===== src/common/adc_seq_pkg.sv =====
package adc_seq_pkg;
// Function
// - 10-bit result right aligned over two bytes, left aligned when selected.
// - Channel code 100010 routes the temperature sensor to the converter.
// - Differential codes pick gain 1x or 20x by bit 0; single ended bypasses gain.
// - Adjacent inputs pair as differential; inputs 0, 1, 5, 6 and 7 also pair with input three.
// - Reference and channel reach the analog path only while the converter is enabled.
// - Low read blocks result updates until high read; blocked results are dropped.
// - Completion flag still sets when a blocked result is dropped.
// - Start write begins conversion; start bit reads one while busy, clears on completion except when free running.
// - Channel change during conversion takes effect only from its last ADC cycle.
// - Auto trigger rising edge resets prescaler and starts; edges while busy ignored.
// - Trigger level still high at completion does not start another conversion.
// - Own completion flag as source converts continuously; first needs a start write.
// - Prescaler select sets ratio; prescaler runs while enabled, held reset otherwise.
// - Software start begins at the next rising ADC clock edge.
// - Normal conversion lasts 13 ADC cycles, first after enable lasts 25.
// - Sampling at 1.5 ADC cycles normally, 13.5 for the first conversion.
// - Completion writes results, sets flag, and clears start bit in single mode.
// - Auto triggered: sample two ADC cycles after trigger, conversion spans 13.5.
// - Auto trigger adds three system clock cycles of synchronisation before launch.
// - Free running restarts right after completion, start bit high, sample 2.5, total 14.
// - Two-bit reference field picks supply, external reference pin, or internal 1.1V.
// - Selections buffered, locked at start, updating again in the last ADC cycle.

  localparam int RES_W = 10;
  localparam int TRIG_N = 8;

  // channel codes
  localparam logic [5:0] TEMP_CODE = 6'h22;
  localparam logic [5:0] DIFF_LO   = 6'h08;
  localparam logic [5:0] DIFF_HI   = 6'h1f;
  localparam logic [3:0] PAIR_BASE = 4'h4;
  localparam logic [2:0] COMMON_IN = 3'h3;

  // reference codes
  localparam logic [1:0] REF_SUPPLY = 2'h0;
  localparam logic [1:0] REF_EXT    = 2'h1;
  localparam logic [1:0] REF_INT    = 2'h2;

  // trigger source that selects free running
  localparam logic [2:0] SRC_SELF = 3'h0;

  // conversion shapes in ADC half cycles
  localparam logic [7:0] FIRST_TOTAL = 8'h32;
  localparam logic [7:0] FIRST_SAMP  = 8'h1b;
  localparam logic [7:0] NORM_TOTAL  = 8'h1a;
  localparam logic [7:0] NORM_SAMP   = 8'h03;
  localparam logic [7:0] AUTO_TOTAL  = 8'h1b;
  localparam logic [7:0] AUTO_SAMP   = 8'h04;
  localparam logic [7:0] FREE_TOTAL  = 8'h1c;
  localparam logic [7:0] FREE_SAMP   = 8'h05;
  localparam logic [7:0] LAST_CYCLE  = 8'h02;

  // trigger synchronisation, system clock cycles
  localparam logic [1:0] SYNC_LAST = 2'h2;

endpackage : adc_seq_pkg


===== src/rtl/adc_prescaler.sv =====
`timescale 1ns/1ps
module adc_prescaler
  import adc_seq_pkg::*;
(
  // clock and reset
  input  wire logic       sys_clk,
  input  wire logic       rst_n,
  // control
  input  wire logic       run,
  input  wire logic       restart,
  input  wire logic [2:0] select,
  // ADC clock edges
  output logic            adc_rise,
  output logic            adc_fall
);

  logic [7:0] cnt;
  logic [7:0] next_cnt;
  logic [7:0] ratio_m1;
  logic [7:0] half_m1;

  assign ratio_m1 = 8'((9'h002 << select) - 9'h001);
  assign half_m1  = 8'((9'h001 << select) - 9'h001);

  assign adc_rise = run && (cnt == ratio_m1);
  assign adc_fall = run && (cnt == half_m1);

  always_comb begin
    next_cnt = cnt + 8'h01;
    if (!run || restart || adc_rise) begin
      next_cnt = 8'h00;
    end
  end

  always_ff @(posedge sys_clk) begin
    if (!rst_n) begin
      cnt <= 8'h00;
    end else begin
      cnt <= next_cnt;
    end
  end

endmodule : adc_prescaler


===== src/rtl/channel_decode.sv =====
`timescale 1ns/1ps
module channel_decode
  import adc_seq_pkg::*;
(
  // selection code
  input  wire logic [5:0] code,
  // decoded path
  output logic            is_diff,
  output logic            is_temp,
  output logic            gain_hi,
  output logic [2:0]      pos,
  output logic [2:0]      neg
);

  logic [3:0] pair;

  assign pair = code[4:1] - PAIR_BASE;

  always_comb begin
    is_temp = (code == TEMP_CODE);
    is_diff = (code >= DIFF_LO) && (code <= DIFF_HI);
    gain_hi = is_diff && code[0];
    pos     = code[2:0];
    neg     = 3'h0;
    // adjacent pairs, then pairs against input three
    if (is_diff) begin
      neg = COMMON_IN;
      unique case (pair)
        4'h7:    pos = 3'h0;
        4'h8:    pos = 3'h1;
        4'h9:    pos = 3'h5;
        4'ha:    pos = 3'h6;
        4'hb:    pos = 3'h7;
        default: begin
          pos = pair[2:0];
          neg = pair[2:0] + 3'h1;
        end
      endcase
    end
  end

endmodule : channel_decode


===== src/rtl/sar_adc_sequencer.sv =====
`timescale 1ns/1ps
module sar_adc_sequencer
  import adc_seq_pkg::*;
(
  // clock and reset
  input  wire logic              sys_clk,
  input  wire logic              rst_n,
  // control bits
  input  wire logic              converter_enable,
  input  wire logic              start_write,
  input  wire logic              auto_trigger_enable,
  input  wire logic [2:0]        trigger_source_select,
  input  wire logic [2:0]        prescaler_select,
  input  wire logic              left_align_select,
  // selection bits
  input  wire logic [1:0]        reference_select,
  input  wire logic [5:0]        channel_select,
  // result access
  input  wire logic              result_low_read,
  input  wire logic              result_high_read,
  input  wire logic              flag_clear,
  // trigger sources, index 0 stands for the own flag
  input  wire logic [TRIG_N-1:0] trigger_sources,
  // analog core
  input  wire logic [RES_W-1:0]  core_result,
  // status
  output logic                   start_conversion,
  output logic                   conversion_done_flag,
  output logic [7:0]             result_low,
  output logic [7:0]             result_high,
  // analog path
  output logic                   analog_enable,
  output logic [1:0]             ref_applied,
  output logic [2:0]             pos_input,
  output logic [2:0]             neg_input,
  output logic                   diff_mode,
  output logic                   gain_20x,
  output logic                   temp_sensor_sel,
  output logic                   sample_hold,
  output logic                   conv_finish
);

  typedef enum logic [1:0] {ST_IDLE, ST_ARM, ST_SYNC, ST_CONV} state_e;

  state_e     state;
  state_e     next_state;
  logic [7:0] half_cnt;
  logic [7:0] next_half;
  logic [7:0] total;
  logic [7:0] next_total;
  logic [7:0] samp;
  logic [7:0] next_samp;
  logic [1:0] sync_cnt;
  logic [1:0] next_sync;
  logic       first_pend;
  logic       next_first;

  logic       adc_rise;
  logic       adc_fall;
  logic       adc_edge;
  logic       trig_prev;
  logic       trig_level;
  logic       trig_edge;
  logic       free_run;
  logic       ext_trig;
  logic       done;
  logic       samp_hit;
  logic       sync_done;
  logic       buf_lock;
  logic       blocked;

  logic       lock;
  logic       next_lock;
  logic       next_flag;
  logic [7:0] next_res_lo;
  logic [7:0] next_res_hi;
  logic [1:0] buf_ref;
  logic [5:0] buf_chan;
  logic [1:0] next_buf_ref;
  logic [5:0] next_buf_chan;

  logic       dec_diff;
  logic       dec_temp;
  logic       dec_gain;
  logic [2:0] dec_pos;
  logic [2:0] dec_neg;

  ////////////////////////////////////////////////////////////////////
  // clock generation and channel decode

  adc_prescaler u_prescaler (
    .sys_clk  (sys_clk),
    .rst_n    (rst_n),
    .run      (converter_enable),
    .restart  (sync_done),
    .select   (prescaler_select),
    .adc_rise (adc_rise),
    .adc_fall (adc_fall)
  );

  channel_decode u_decode (
    .code    (buf_chan),
    .is_diff (dec_diff),
    .is_temp (dec_temp),
    .gain_hi (dec_gain),
    .pos     (dec_pos),
    .neg     (dec_neg)
  );

  ////////////////////////////////////////////////////////////////////
  // trigger and timing terms

  assign adc_edge   = adc_rise || adc_fall;
  assign trig_level = trigger_sources[trigger_source_select];
  // edge only, a held level never retriggers
  assign trig_edge  = trig_level && !trig_prev;
  // own flag source means free running
  assign free_run   = auto_trigger_enable && (trigger_source_select == SRC_SELF);
  assign ext_trig   = auto_trigger_enable && !free_run && trig_edge;
  assign done       = (state == ST_CONV) && adc_edge && (half_cnt + 8'h01 == total);
  assign samp_hit   = (state == ST_CONV) && adc_edge && (half_cnt + 8'h01 == samp);
  assign sync_done  = (state == ST_SYNC) && (sync_cnt == SYNC_LAST);
  // locked until the last ADC cycle
  assign buf_lock   = (state == ST_CONV) && (half_cnt + LAST_CYCLE < total);
  assign blocked    = lock || result_low_read;

  ////////////////////////////////////////////////////////////////////
  // conversion sequencer

  always_comb begin
    next_state = state;
    next_half  = half_cnt;
    next_total = total;
    next_samp  = samp;
    next_sync  = sync_cnt;
    next_first = first_pend;
    if ((state == ST_CONV) && adc_edge) begin
      next_half = half_cnt + 8'h01;
    end
    unique case (state)
      ST_IDLE: begin
        if (start_write) begin
          next_state = ST_ARM;
        end else if (ext_trig) begin
          next_state = ST_SYNC;
          next_sync  = 2'h0;
        end
      end
      ST_ARM: begin
        if (adc_rise) begin
          next_state = ST_CONV;
          next_half  = 8'h00;
          next_first = 1'b0;
          next_total = first_pend ? FIRST_TOTAL : NORM_TOTAL;
          next_samp  = first_pend ? FIRST_SAMP : NORM_SAMP;
        end
      end
      ST_SYNC: begin
        if (sync_done) begin
          next_state = ST_CONV;
          next_half  = 8'h00;
          next_first = 1'b0;
          next_total = first_pend ? FIRST_TOTAL : AUTO_TOTAL;
          next_samp  = first_pend ? FIRST_SAMP : AUTO_SAMP;
        end else begin
          next_sync = sync_cnt + 2'h1;
        end
      end
      ST_CONV: begin
        if (done) begin
          if (free_run) begin
            next_half  = 8'h00;
            next_total = FREE_TOTAL;
            next_samp  = FREE_SAMP;
          end else begin
            next_state = ST_IDLE;
          end
        end
      end
    endcase
    // disabling aborts and rearms the long first conversion
    if (!converter_enable) begin
      next_state = ST_IDLE;
      next_first = 1'b1;
    end
  end

  always_ff @(posedge sys_clk) begin
    if (!rst_n) begin
      state      <= ST_IDLE;
      half_cnt   <= 8'h00;
      total      <= NORM_TOTAL;
      samp       <= NORM_SAMP;
      sync_cnt   <= 2'h0;
      first_pend <= 1'b1;
      trig_prev  <= 1'b0;
    end else begin
      state      <= next_state;
      half_cnt   <= next_half;
      total      <= next_total;
      samp       <= next_samp;
      sync_cnt   <= next_sync;
      first_pend <= next_first;
      trig_prev  <= trig_level;
    end
  end

  ////////////////////////////////////////////////////////////////////
  // flag, result lock and result registers

  always_comb begin
    // set wins over clear, also when result dropped
    next_flag   = (conversion_done_flag && !flag_clear) || done;
    // low read locks, high read unlocks
    next_lock   = (lock || result_low_read) && !result_high_read;
    next_res_lo = result_low;
    next_res_hi = result_high;
    if (done && !blocked) begin
      if (left_align_select) begin
        next_res_hi = core_result[9:2];
        next_res_lo = {core_result[1:0], 6'h00};
      end else begin
        next_res_hi = {6'h00, core_result[9:8]};
        next_res_lo = core_result[7:0];
      end
    end
  end

  always_ff @(posedge sys_clk) begin
    if (!rst_n) begin
      conversion_done_flag <= 1'b0;
      lock                 <= 1'b0;
      result_low           <= 8'h00;
      result_high          <= 8'h00;
    end else begin
      conversion_done_flag <= next_flag;
      lock                 <= next_lock;
      result_low           <= next_res_lo;
      result_high          <= next_res_hi;
    end
  end

  ////////////////////////////////////////////////////////////////////
  // selection buffer and analog path

  always_comb begin
    next_buf_ref  = buf_ref;
    next_buf_chan = buf_chan;
    // old channel kept for the running conversion
    if (!buf_lock) begin
      next_buf_ref  = reference_select;
      next_buf_chan = channel_select;
    end
  end

  always_ff @(posedge sys_clk) begin
    if (!rst_n) begin
      buf_ref          <= REF_SUPPLY;
      buf_chan         <= 6'h00;
      ref_applied      <= REF_SUPPLY;
      pos_input        <= 3'h0;
      neg_input        <= 3'h0;
      diff_mode        <= 1'b0;
      gain_20x         <= 1'b0;
      temp_sensor_sel  <= 1'b0;
      analog_enable    <= 1'b0;
      start_conversion <= 1'b0;
      sample_hold      <= 1'b0;
      conv_finish      <= 1'b0;
    end else begin
      buf_ref          <= next_buf_ref;
      buf_chan         <= next_buf_chan;
      analog_enable    <= converter_enable;
      start_conversion <= (next_state != ST_IDLE);
      sample_hold      <= samp_hit;
      conv_finish      <= done;
      if (converter_enable) begin
        // reference code passed to the analog side
        ref_applied     <= buf_ref;
        pos_input       <= dec_pos;
        neg_input       <= dec_neg;
        diff_mode       <= dec_diff;
        gain_20x        <= dec_gain;
        temp_sensor_sel <= dec_temp;
      end
    end
  end
endmodule : sar_adc_sequencer


===== config.mk =====
export PLATFORM = sky130hd
export DESIGN_NAME = sar_adc_sequencer
export DESIGN_NICKNAME = d
export VERILOG_FILES = /design/src/common/adc_seq_pkg.sv /design/src/rtl/adc_prescaler.sv /design/src/rtl/channel_decode.sv /design/src/rtl/sar_adc_sequencer.sv
export SDC_FILE = /design/constraint.sdc
export NUM_CORES = 1
export LEC_CHECK = 0
export BUFFER_PORTS_ARGS = -buffer_cell sky130_fd_sc_hd__buf_4
export CAP_MARGIN = 25
export CORE_UTILIZATION = 30
export CTS_BUF_LIST = sky130_fd_sc_hd__clkbuf_4 sky130_fd_sc_hd__clkbuf_8
export DETAILED_ROUTE_END_ITERATION = 10
export SYNTH_ARGS = -nofsm -noshare
export SYNTH_HDL_FRONTEND = slang
export SYNTH_SLANG_ARGS = --single-unit
export TNS_END_PERCENT = 10

===== constraint.sdc =====
create_clock -name sys_clk -period 8.4 [get_ports sys_clk]
set_clock_uncertainty 0.2 [all_clocks]
set_input_delay 2.52 -clock sys_clk [delete_from_list [all_inputs] [get_ports sys_clk]]
set_output_delay 2.52 -clock sys_clk [all_outputs]
set_load 0.01 [all_outputs]

======== Yosys cells after proc, flatten, opt, wreduce, memory -nomap -nowiden ========
Cells that the tools add are included.
storage, ports and cells
  register bits ........................... 79
  latch bits .............................. 0
  memory bits (writable) .................. 0
  bits in read-only memories .............. 0
  input port bits ......................... 41
  output and inout port bits .............. 32
  logic and storage cells ................. 142
  memories ................................ 0
cells by class
  add/sub/neg operators ................... 8
  multiply operators ...................... 0
  divide/modulo/power cells ............... 0
  $lt $le $gt $ge ......................... 4
  equal/unequal tests ..................... 21
  shift-type cells ........................ 2
  mux-type cells .......................... 43
  bitwise operators ....................... 1
  reductions and logical operators ........ 39
operator list
  cell                                                                number
  two-way mux 8 bit                                                   15
  case mux 8 bit (3 select lines)                                     3
  == test 8 bit                                                       4
  two-way mux 2 bit                                                   10
  adder 8 x 1 -> 8 bit (second input constant)                        2
  == test 4 bit (second input constant)                               4
  logical AND 1 bit                                                   16
  subtractor 8 x 1 -> 8 bit (second input constant)                   2
  case mux 3 bit (5 select lines)                                     1
  two-way mux 6 bit                                                   2
  inequality test 2 bit (second input constant)                       6
  two-way mux 5 bit                                                   2
  two-way mux 3 bit                                                   3
  adder 8 x 2 -> 8 bit (second input constant)                        1
  less-than comparator 8 bit                                          1
  case mux 2 bit (4 select lines)                                     1
  left shift 1 x 3 -> 8 bit (first input constant)                    1
  left shift 2 x 3 -> 8 bit (first input constant)                    1
  == test 2 bit (second input constant)                               3
  == test 6 bit (second input constant)                               1
  greater-or-equal comparator 6 x 4 -> 1 bit (second input constant)  1
  less-or-equal comparator 6 x 5 -> 1 bit (second input constant)     1
  logical NOT 1 bit                                                   6
  nonzero test 2 bit                                                  3
  other kinds (22)                                                    28

======== Depth between registers and ports, before layout ========
  depth after elaboration ................. 11
  mapped depth ............................ 11
  mapped depth without buffers ............ 9

======== Cells and area by module ========
From an unflattened synthesis, not the netlist that was laid out.
unflattened totals
  cell total of the unflattened synthesis .. 469
  area, all modules ....................... 4,120.2 sq um
by module, submodules not included
  module             instances  cells an instance  area an instance (sq um)  seq. area each (sq um)
  sar_adc_sequencer  1          355                3,189.3                   1,261.2
  adc_prescaler      1          80                 714.4                     160.2
  channel_decode     1          34                 216.5                     0.0

======== Worst setup path before layout ========
No wires, ideal clock.
  kind .................................... in2reg
  from .................................... input prescaler_select[2]
  to ...................................... register result_high[2]
  setup time .............................. 0.116 ns
  arrival ................................. 4.802 ns
  required time ........................... 8.084 ns
  setup slack ............................. 3.281 ns
  stages on the path ...................... 10
  buffers on the path ..................... 3
  path through ............................ buf_4 -> xor2_1 -> nor3_1 -> or4_1 -> or4b_1 -> buf_2 -> a2111oi_4 -> clkbuf_2 -> nand2b_1 -> a21boi_1
between the ends
  word-level cells in the longest chain between the ends .. 8
  elaborated cells on any way between the ends .. 12
  classes of those cells .................. 2 x add/sub; 2 x eq/ne; 2 x shift; 6 x reduce/logical
ends and longest elaborated chain
  what                                                                    line                                      text
  from (decl)                                                             sar_adc_sequencer.sv:13                   input wire logic [2:0] prescaler_select,
  left shift 2 x 3 -> 8 bit or left shift 1 x 3 -> 8 bit (tied branches)  adc_prescaler.sv:22, adc_prescaler.sv:23
  subtractor 8 x 1 -> 8 bit (on tied branches)                            adc_prescaler.sv:22, adc_prescaler.sv:23
  == test 8 bit (on tied branches)                                        adc_prescaler.sv:25, adc_prescaler.sv:26
  logical AND 1 bit (on tied branches)                                    adc_prescaler.sv:25, adc_prescaler.sv:26
  logical OR 1 bit (*)                                                    sar_adc_sequencer.sv:113                  assign adc_edge = adc_rise || adc_fall;
  logical AND 1 bit (*) (2 in a row)                                      sar_adc_sequencer.sv:120                  assign done = (state == ST_CONV) && adc_edge && (half_cnt + 8'h01 == total);
  logical AND 1 bit (*)                                                   sar_adc_sequencer.sv:218                  if (done && !blocked) begin
  to (signal assigned)                                                    sar_adc_sequencer.sv:239                  result_high <= next_res_hi;
  to (decl)                                                               sar_adc_sequencer.sv:30                   output logic [7:0] result_high,
Mark *: on every way between the ends. The rest lies on a longest branch, timed or not.
A chain may end at the register's enable or synchronous reset.

======== Final worst setup path ========
  from .................................... input converter_enable
  to ...................................... register result_low[2]
between the ends
  word-level cells in the longest chain between the ends .. 5
  elaborated cells on any way between the ends .. 6
  classes of those cells .................. 6 x reduce/logical
ends and longest elaborated chain
  what                                  line                                      text
  from (decl)                           sar_adc_sequencer.sv:9                    input wire logic converter_enable,
  logical AND 1 bit (on tied branches)  adc_prescaler.sv:25, adc_prescaler.sv:26
  logical OR 1 bit (*)                  sar_adc_sequencer.sv:113
  logical AND 1 bit (*) (2 in a row)    sar_adc_sequencer.sv:120
  logical AND 1 bit (*)                 sar_adc_sequencer.sv:218
  to (signal assigned)                  sar_adc_sequencer.sv:238                  result_low <= next_res_lo;
  to (decl)                             sar_adc_sequencer.sv:29                   output logic [7:0] result_low,
Marks and branches as above.

==> impl_summary.txt <==
----------------------------------------------------
[Layout]
  Ratio of cells with drive above 1 in the final layout ... 0.1896
  Post-layout nets ... 567
  Antenna diode instance count ... 0
  Design Area, Final ... 4817 µm²
  Post-Route Utilization ... 0.3771
  Count of non-filler cells in the finished layout ... 689
  Growth of design area from synthesis to finish ... 21.26%

[Global routing]
  Via count of the first global-routing pass ... 3311
  GRT Resource Usage Total ... 0.1484
  Pin count of the biggest net entering global routing ... 53
  Total grt overflow ... 0
  Wire length of the first global-routing pass ... 15.76 mm
  Antenna violations before repair ... 0

[Synth]
  Number of flops mapped to enable cells by yosys ... 0
  Ys flop type ... sky130_fd_sc_hd__dfxtp_1
  Summed instance area of the synthesized netlist ... 3973 µm²
  Share of synthesized area occupied by flip-flops and latches ... 0.3578
  Number of synthesized register bits ... 71
  Synthesized net count ... 517
  Gate count of the mapped netlist ... 463
  Number of distinct library cell variants in the gate-level netlist after synthesis ... 61
  Count of warnings emitted by yosys ... 0
  Synth async-reset ratio ... 0
  Average footprint of a synthesized cell ... 8.580 µm²

[Detailed routing]
  Per-cell via count in the routed design ... 4.972
  Count of unresolved DRC violations after routing ... 0
  Drt initial violations ... 318
  Antenna-violating nets left ... 0
  Total detailed-routing wirelength ... 9.416 mm
  Iteration count of the initial detailed-routing pass ... 5
  Routed wirelength normalized by instance count ... 13.67 µm
  Routed vias ... 3426

[Clocking]
  CTS H-tree lvls ... 3
  Number of buffers added by the clock tree synthesis step ... 9
  Worst-case clock buffer depth ... 2
  Number of gates resized after CTS ... 0
  Clock network latency to the later pin of the worst-skew pair ... 360 ps
  Number of post-CTS setup repair buffers ... 0
  Worst-path clk slew ... 80 ps
  Number of clock sinks seen by CTS ... 71
  Library cell used as clock root buffer ... sky130_fd_sc_hd__clkbuf_8
  Hold buffer count at cts ... 0
  TritonCTS clock tree ... done

[STA]
  Final hold violations ... 0
  Transition time of the tightest slew-check pin ... 830.5 ps
  Ratio of final minimum period to clock period ... 0.6051
  Fin worst setup slack ... 3317 ps
  Setup violation total in the final timing report ... 0
  Peak Freq ... 196.7 MHz
  Final Slew Violations ... 0
  Final setup TNS ... 0 ps
  Minimum clock period ... 5083 ps
  Setup repair after global routing missed its margin ... no
  Max-Slew Margin vs Limit ... 0.4463

[Min path]
  Path category of the worst min-delay check ... flop to flop

[Floorplanning]
  Die extent in y ... 117.1 µm
  Starting Density ... 0.3110
  Full die area ... 13710 µm²
  Core region area ... 12770 µm²
  Io pins ... 73
  Standard-cell row count ... 41
  Width of the die ... 117.1 µm

[Pwr]
  Power density normalized to cell area ... 155.1 nW/µm²
  Static leakage power ... 1.960 nW
  Largest voltage drop on the vdd net ... 0.09008 mV

[Placed design]
  Count of buffers inserted at the top-level ports ... 72
  Final HPWL DP ... 6.838 mm
  Final weighted congestion in routability-driven placement ... 0.8864
  Placed cell count ... 674
  Pre-CTS WS ... 2941 ps
  Area after DPL ... 4579 µm²

[Run]
  Max-Cap Viols ... 0

[Setup path]
  Maximum fanout along the worst path ... 32
  Data arrival time of the critical path ... 5170 ps
  Path type of the worst setup path ... primary input to flop
  CP Launch Type ... primary input
  Reg-to-reg slack, setup ... 5120 ps
  Required time reported for the critical path endpoint ... 8490 ps
  Critical Path End Type ... flop

[Run status]
  Run status ... completed

----------------------------------------------------
[stage by stage]
stage / power (mW) / hold slack, ps
2_1_floorplan: 0.3962 / 249.6
5_1_grt: 0.7824 / 298.8
3_3_place_gp: 0.4229 / 255.6
3_5_place_dp: 0.4245 / 260.2
4_1_cts: 0.7575 / 272.3
6_report: 0.7473 / 271.9
[report_power, final]
part | internal, mW | switching (mW) | total, mW
Clock | 0.200 | 0.131 | 0.331
Sequential | 0.343 | 0.00731 | 0.351
Combinational | 0.0349 | 0.0312 | 0.0661
[cell usage after synthesis (3+ instances only)]
cell type,n,share of area
sky130_fd_sc_hd__a21boi_1,12,0.023
sky130_fd_sc_hd__buf_2,4,0.0050
sky130_fd_sc_hd__nor2_1,33,0.031
sky130_fd_sc_hd__nor2b_1,23,0.036
sky130_fd_sc_hd__inv_1,16,0.015
sky130_fd_sc_hd__dfxtp_1,71,0.36
sky130_fd_sc_hd__a21oi_1,13,0.016
sky130_fd_sc_hd__nand2b_1,20,0.031
sky130_fd_sc_hd__and3b_1,3,0.0066
sky130_fd_sc_hd__o211a_1,4,0.010
sky130_fd_sc_hd__o21a_1,4,0.0076
sky130_fd_sc_hd__o31ai_1,5,0.0094
sky130_fd_sc_hd__o21ai_0,13,0.016
sky130_fd_sc_hd__nand3_1,23,0.029
sky130_fd_sc_hd__xor2_1,11,0.024
sky130_fd_sc_hd__mux2i_1,19,0.048
sky130_fd_sc_hd__and2_1,6,0.0094
sky130_fd_sc_hd__a31oi_1,7,0.011
sky130_fd_sc_hd__nand3b_1,7,0.013
sky130_fd_sc_hd__o211ai_1,5,0.0094
sky130_fd_sc_hd__nor3_1,15,0.019
sky130_fd_sc_hd__xnor2_1,20,0.044
sky130_fd_sc_hd__a22oi_1,6,0.011
sky130_fd_sc_hd__a21boi_0,6,0.011
sky130_fd_sc_hd__and3_1,6,0.0094
sky130_fd_sc_hd__nand2_1,30,0.028
sky130_fd_sc_hd__clkbuf_1,23,0.022
sky130_fd_sc_hd__ha_1,13,0.041
[per-layer routing]
| layer | track usage | wire (µm) | vias to the layer above |
|---|---|---|---|
| met3 | 0.04840 | 515 | 19 |
| li1 | - | - | 1711 |
| met5 | 0 | 0 | - |
| met4 | 0.06582 | 223 | 0 |
| met2 | 0.2343 | 4426 | 89 |
| met1 | 0.1846 | 4250 | 1607 |
[worst max-delay path, cell delays in order]
cell and delay, ps:
sky130_fd_sc_hd__buf_4 230, sky130_fd_sc_hd__nand3_1 140, sky130_fd_sc_hd__or4_1 540, sky130_fd_sc_hd__or4b_1 710, sky130_fd_sc_hd__a2111oi_4 400, sky130_fd_sc_hd__buf_4 330
sky130_fd_sc_hd__nand3b_1 110, sky130_fd_sc_hd__a21boi_1 170
[cells in the final DEF, fill, tap and decap left out, drive strengths merged, types with 17 or more instances in the layout]
cell,n
nand2,30
inv,17
mux2i,19
xnor2,20
nor2,33
dfxtp,71
nor2b,23
a21boi,18
nand2b,20
buf,73
nand3,23
[sequential cells by signal, summed over array words and instances (netlist names), 3 cells and up]
register and flops:
half_cnt 8, total 4, neg_input 3, buf_chan 6
samp 4, u_prescaler.cnt 8, result_low 8, pos_input 3
result_high 8
[cells by family (layout without fill, tap and decap cells)]
logic type,Yosys count,in the layout,synth area share
AO/OA/AOI/OAI,93,93,0.1707
XOR/XNOR,31,31,0.06835
adder cells (fa/ha/maj),14,14,0.04347
buffers and inverters,50,104,0.05449
flip-flops,71,71,0.3578
multiplexers,21,21,0.05921
AND/OR/NAND/NOR,183,183,0.2460
[layout make-up]
| class | instances | area, µm² |
|---|---|---|
| clock inverter | 5 | 106.4 |
| sequential | 71 | 1421 |
| clock buffer | 10 | 131.4 |
| inverter | 16 | 60.06 |
| tap | 172 | 215.2 |
| timing repair buffer | 73 | 548.0 |
| fill | 1290 | 7956 |
| multi-input combinational | 342 | 2335 |
[final timing paths]
kind / startpoint / endpoint / cells after the start
max: converter_enable / result_low[2] / 8
min: result_high[5] / result_high[5] / 2
max reg2reg: half_cnt[2] / result_low[2] / 9
min reg2reg: result_high[5] / result_high[5] / 2
Note: power is estimated with default switching activity, not from simulation.
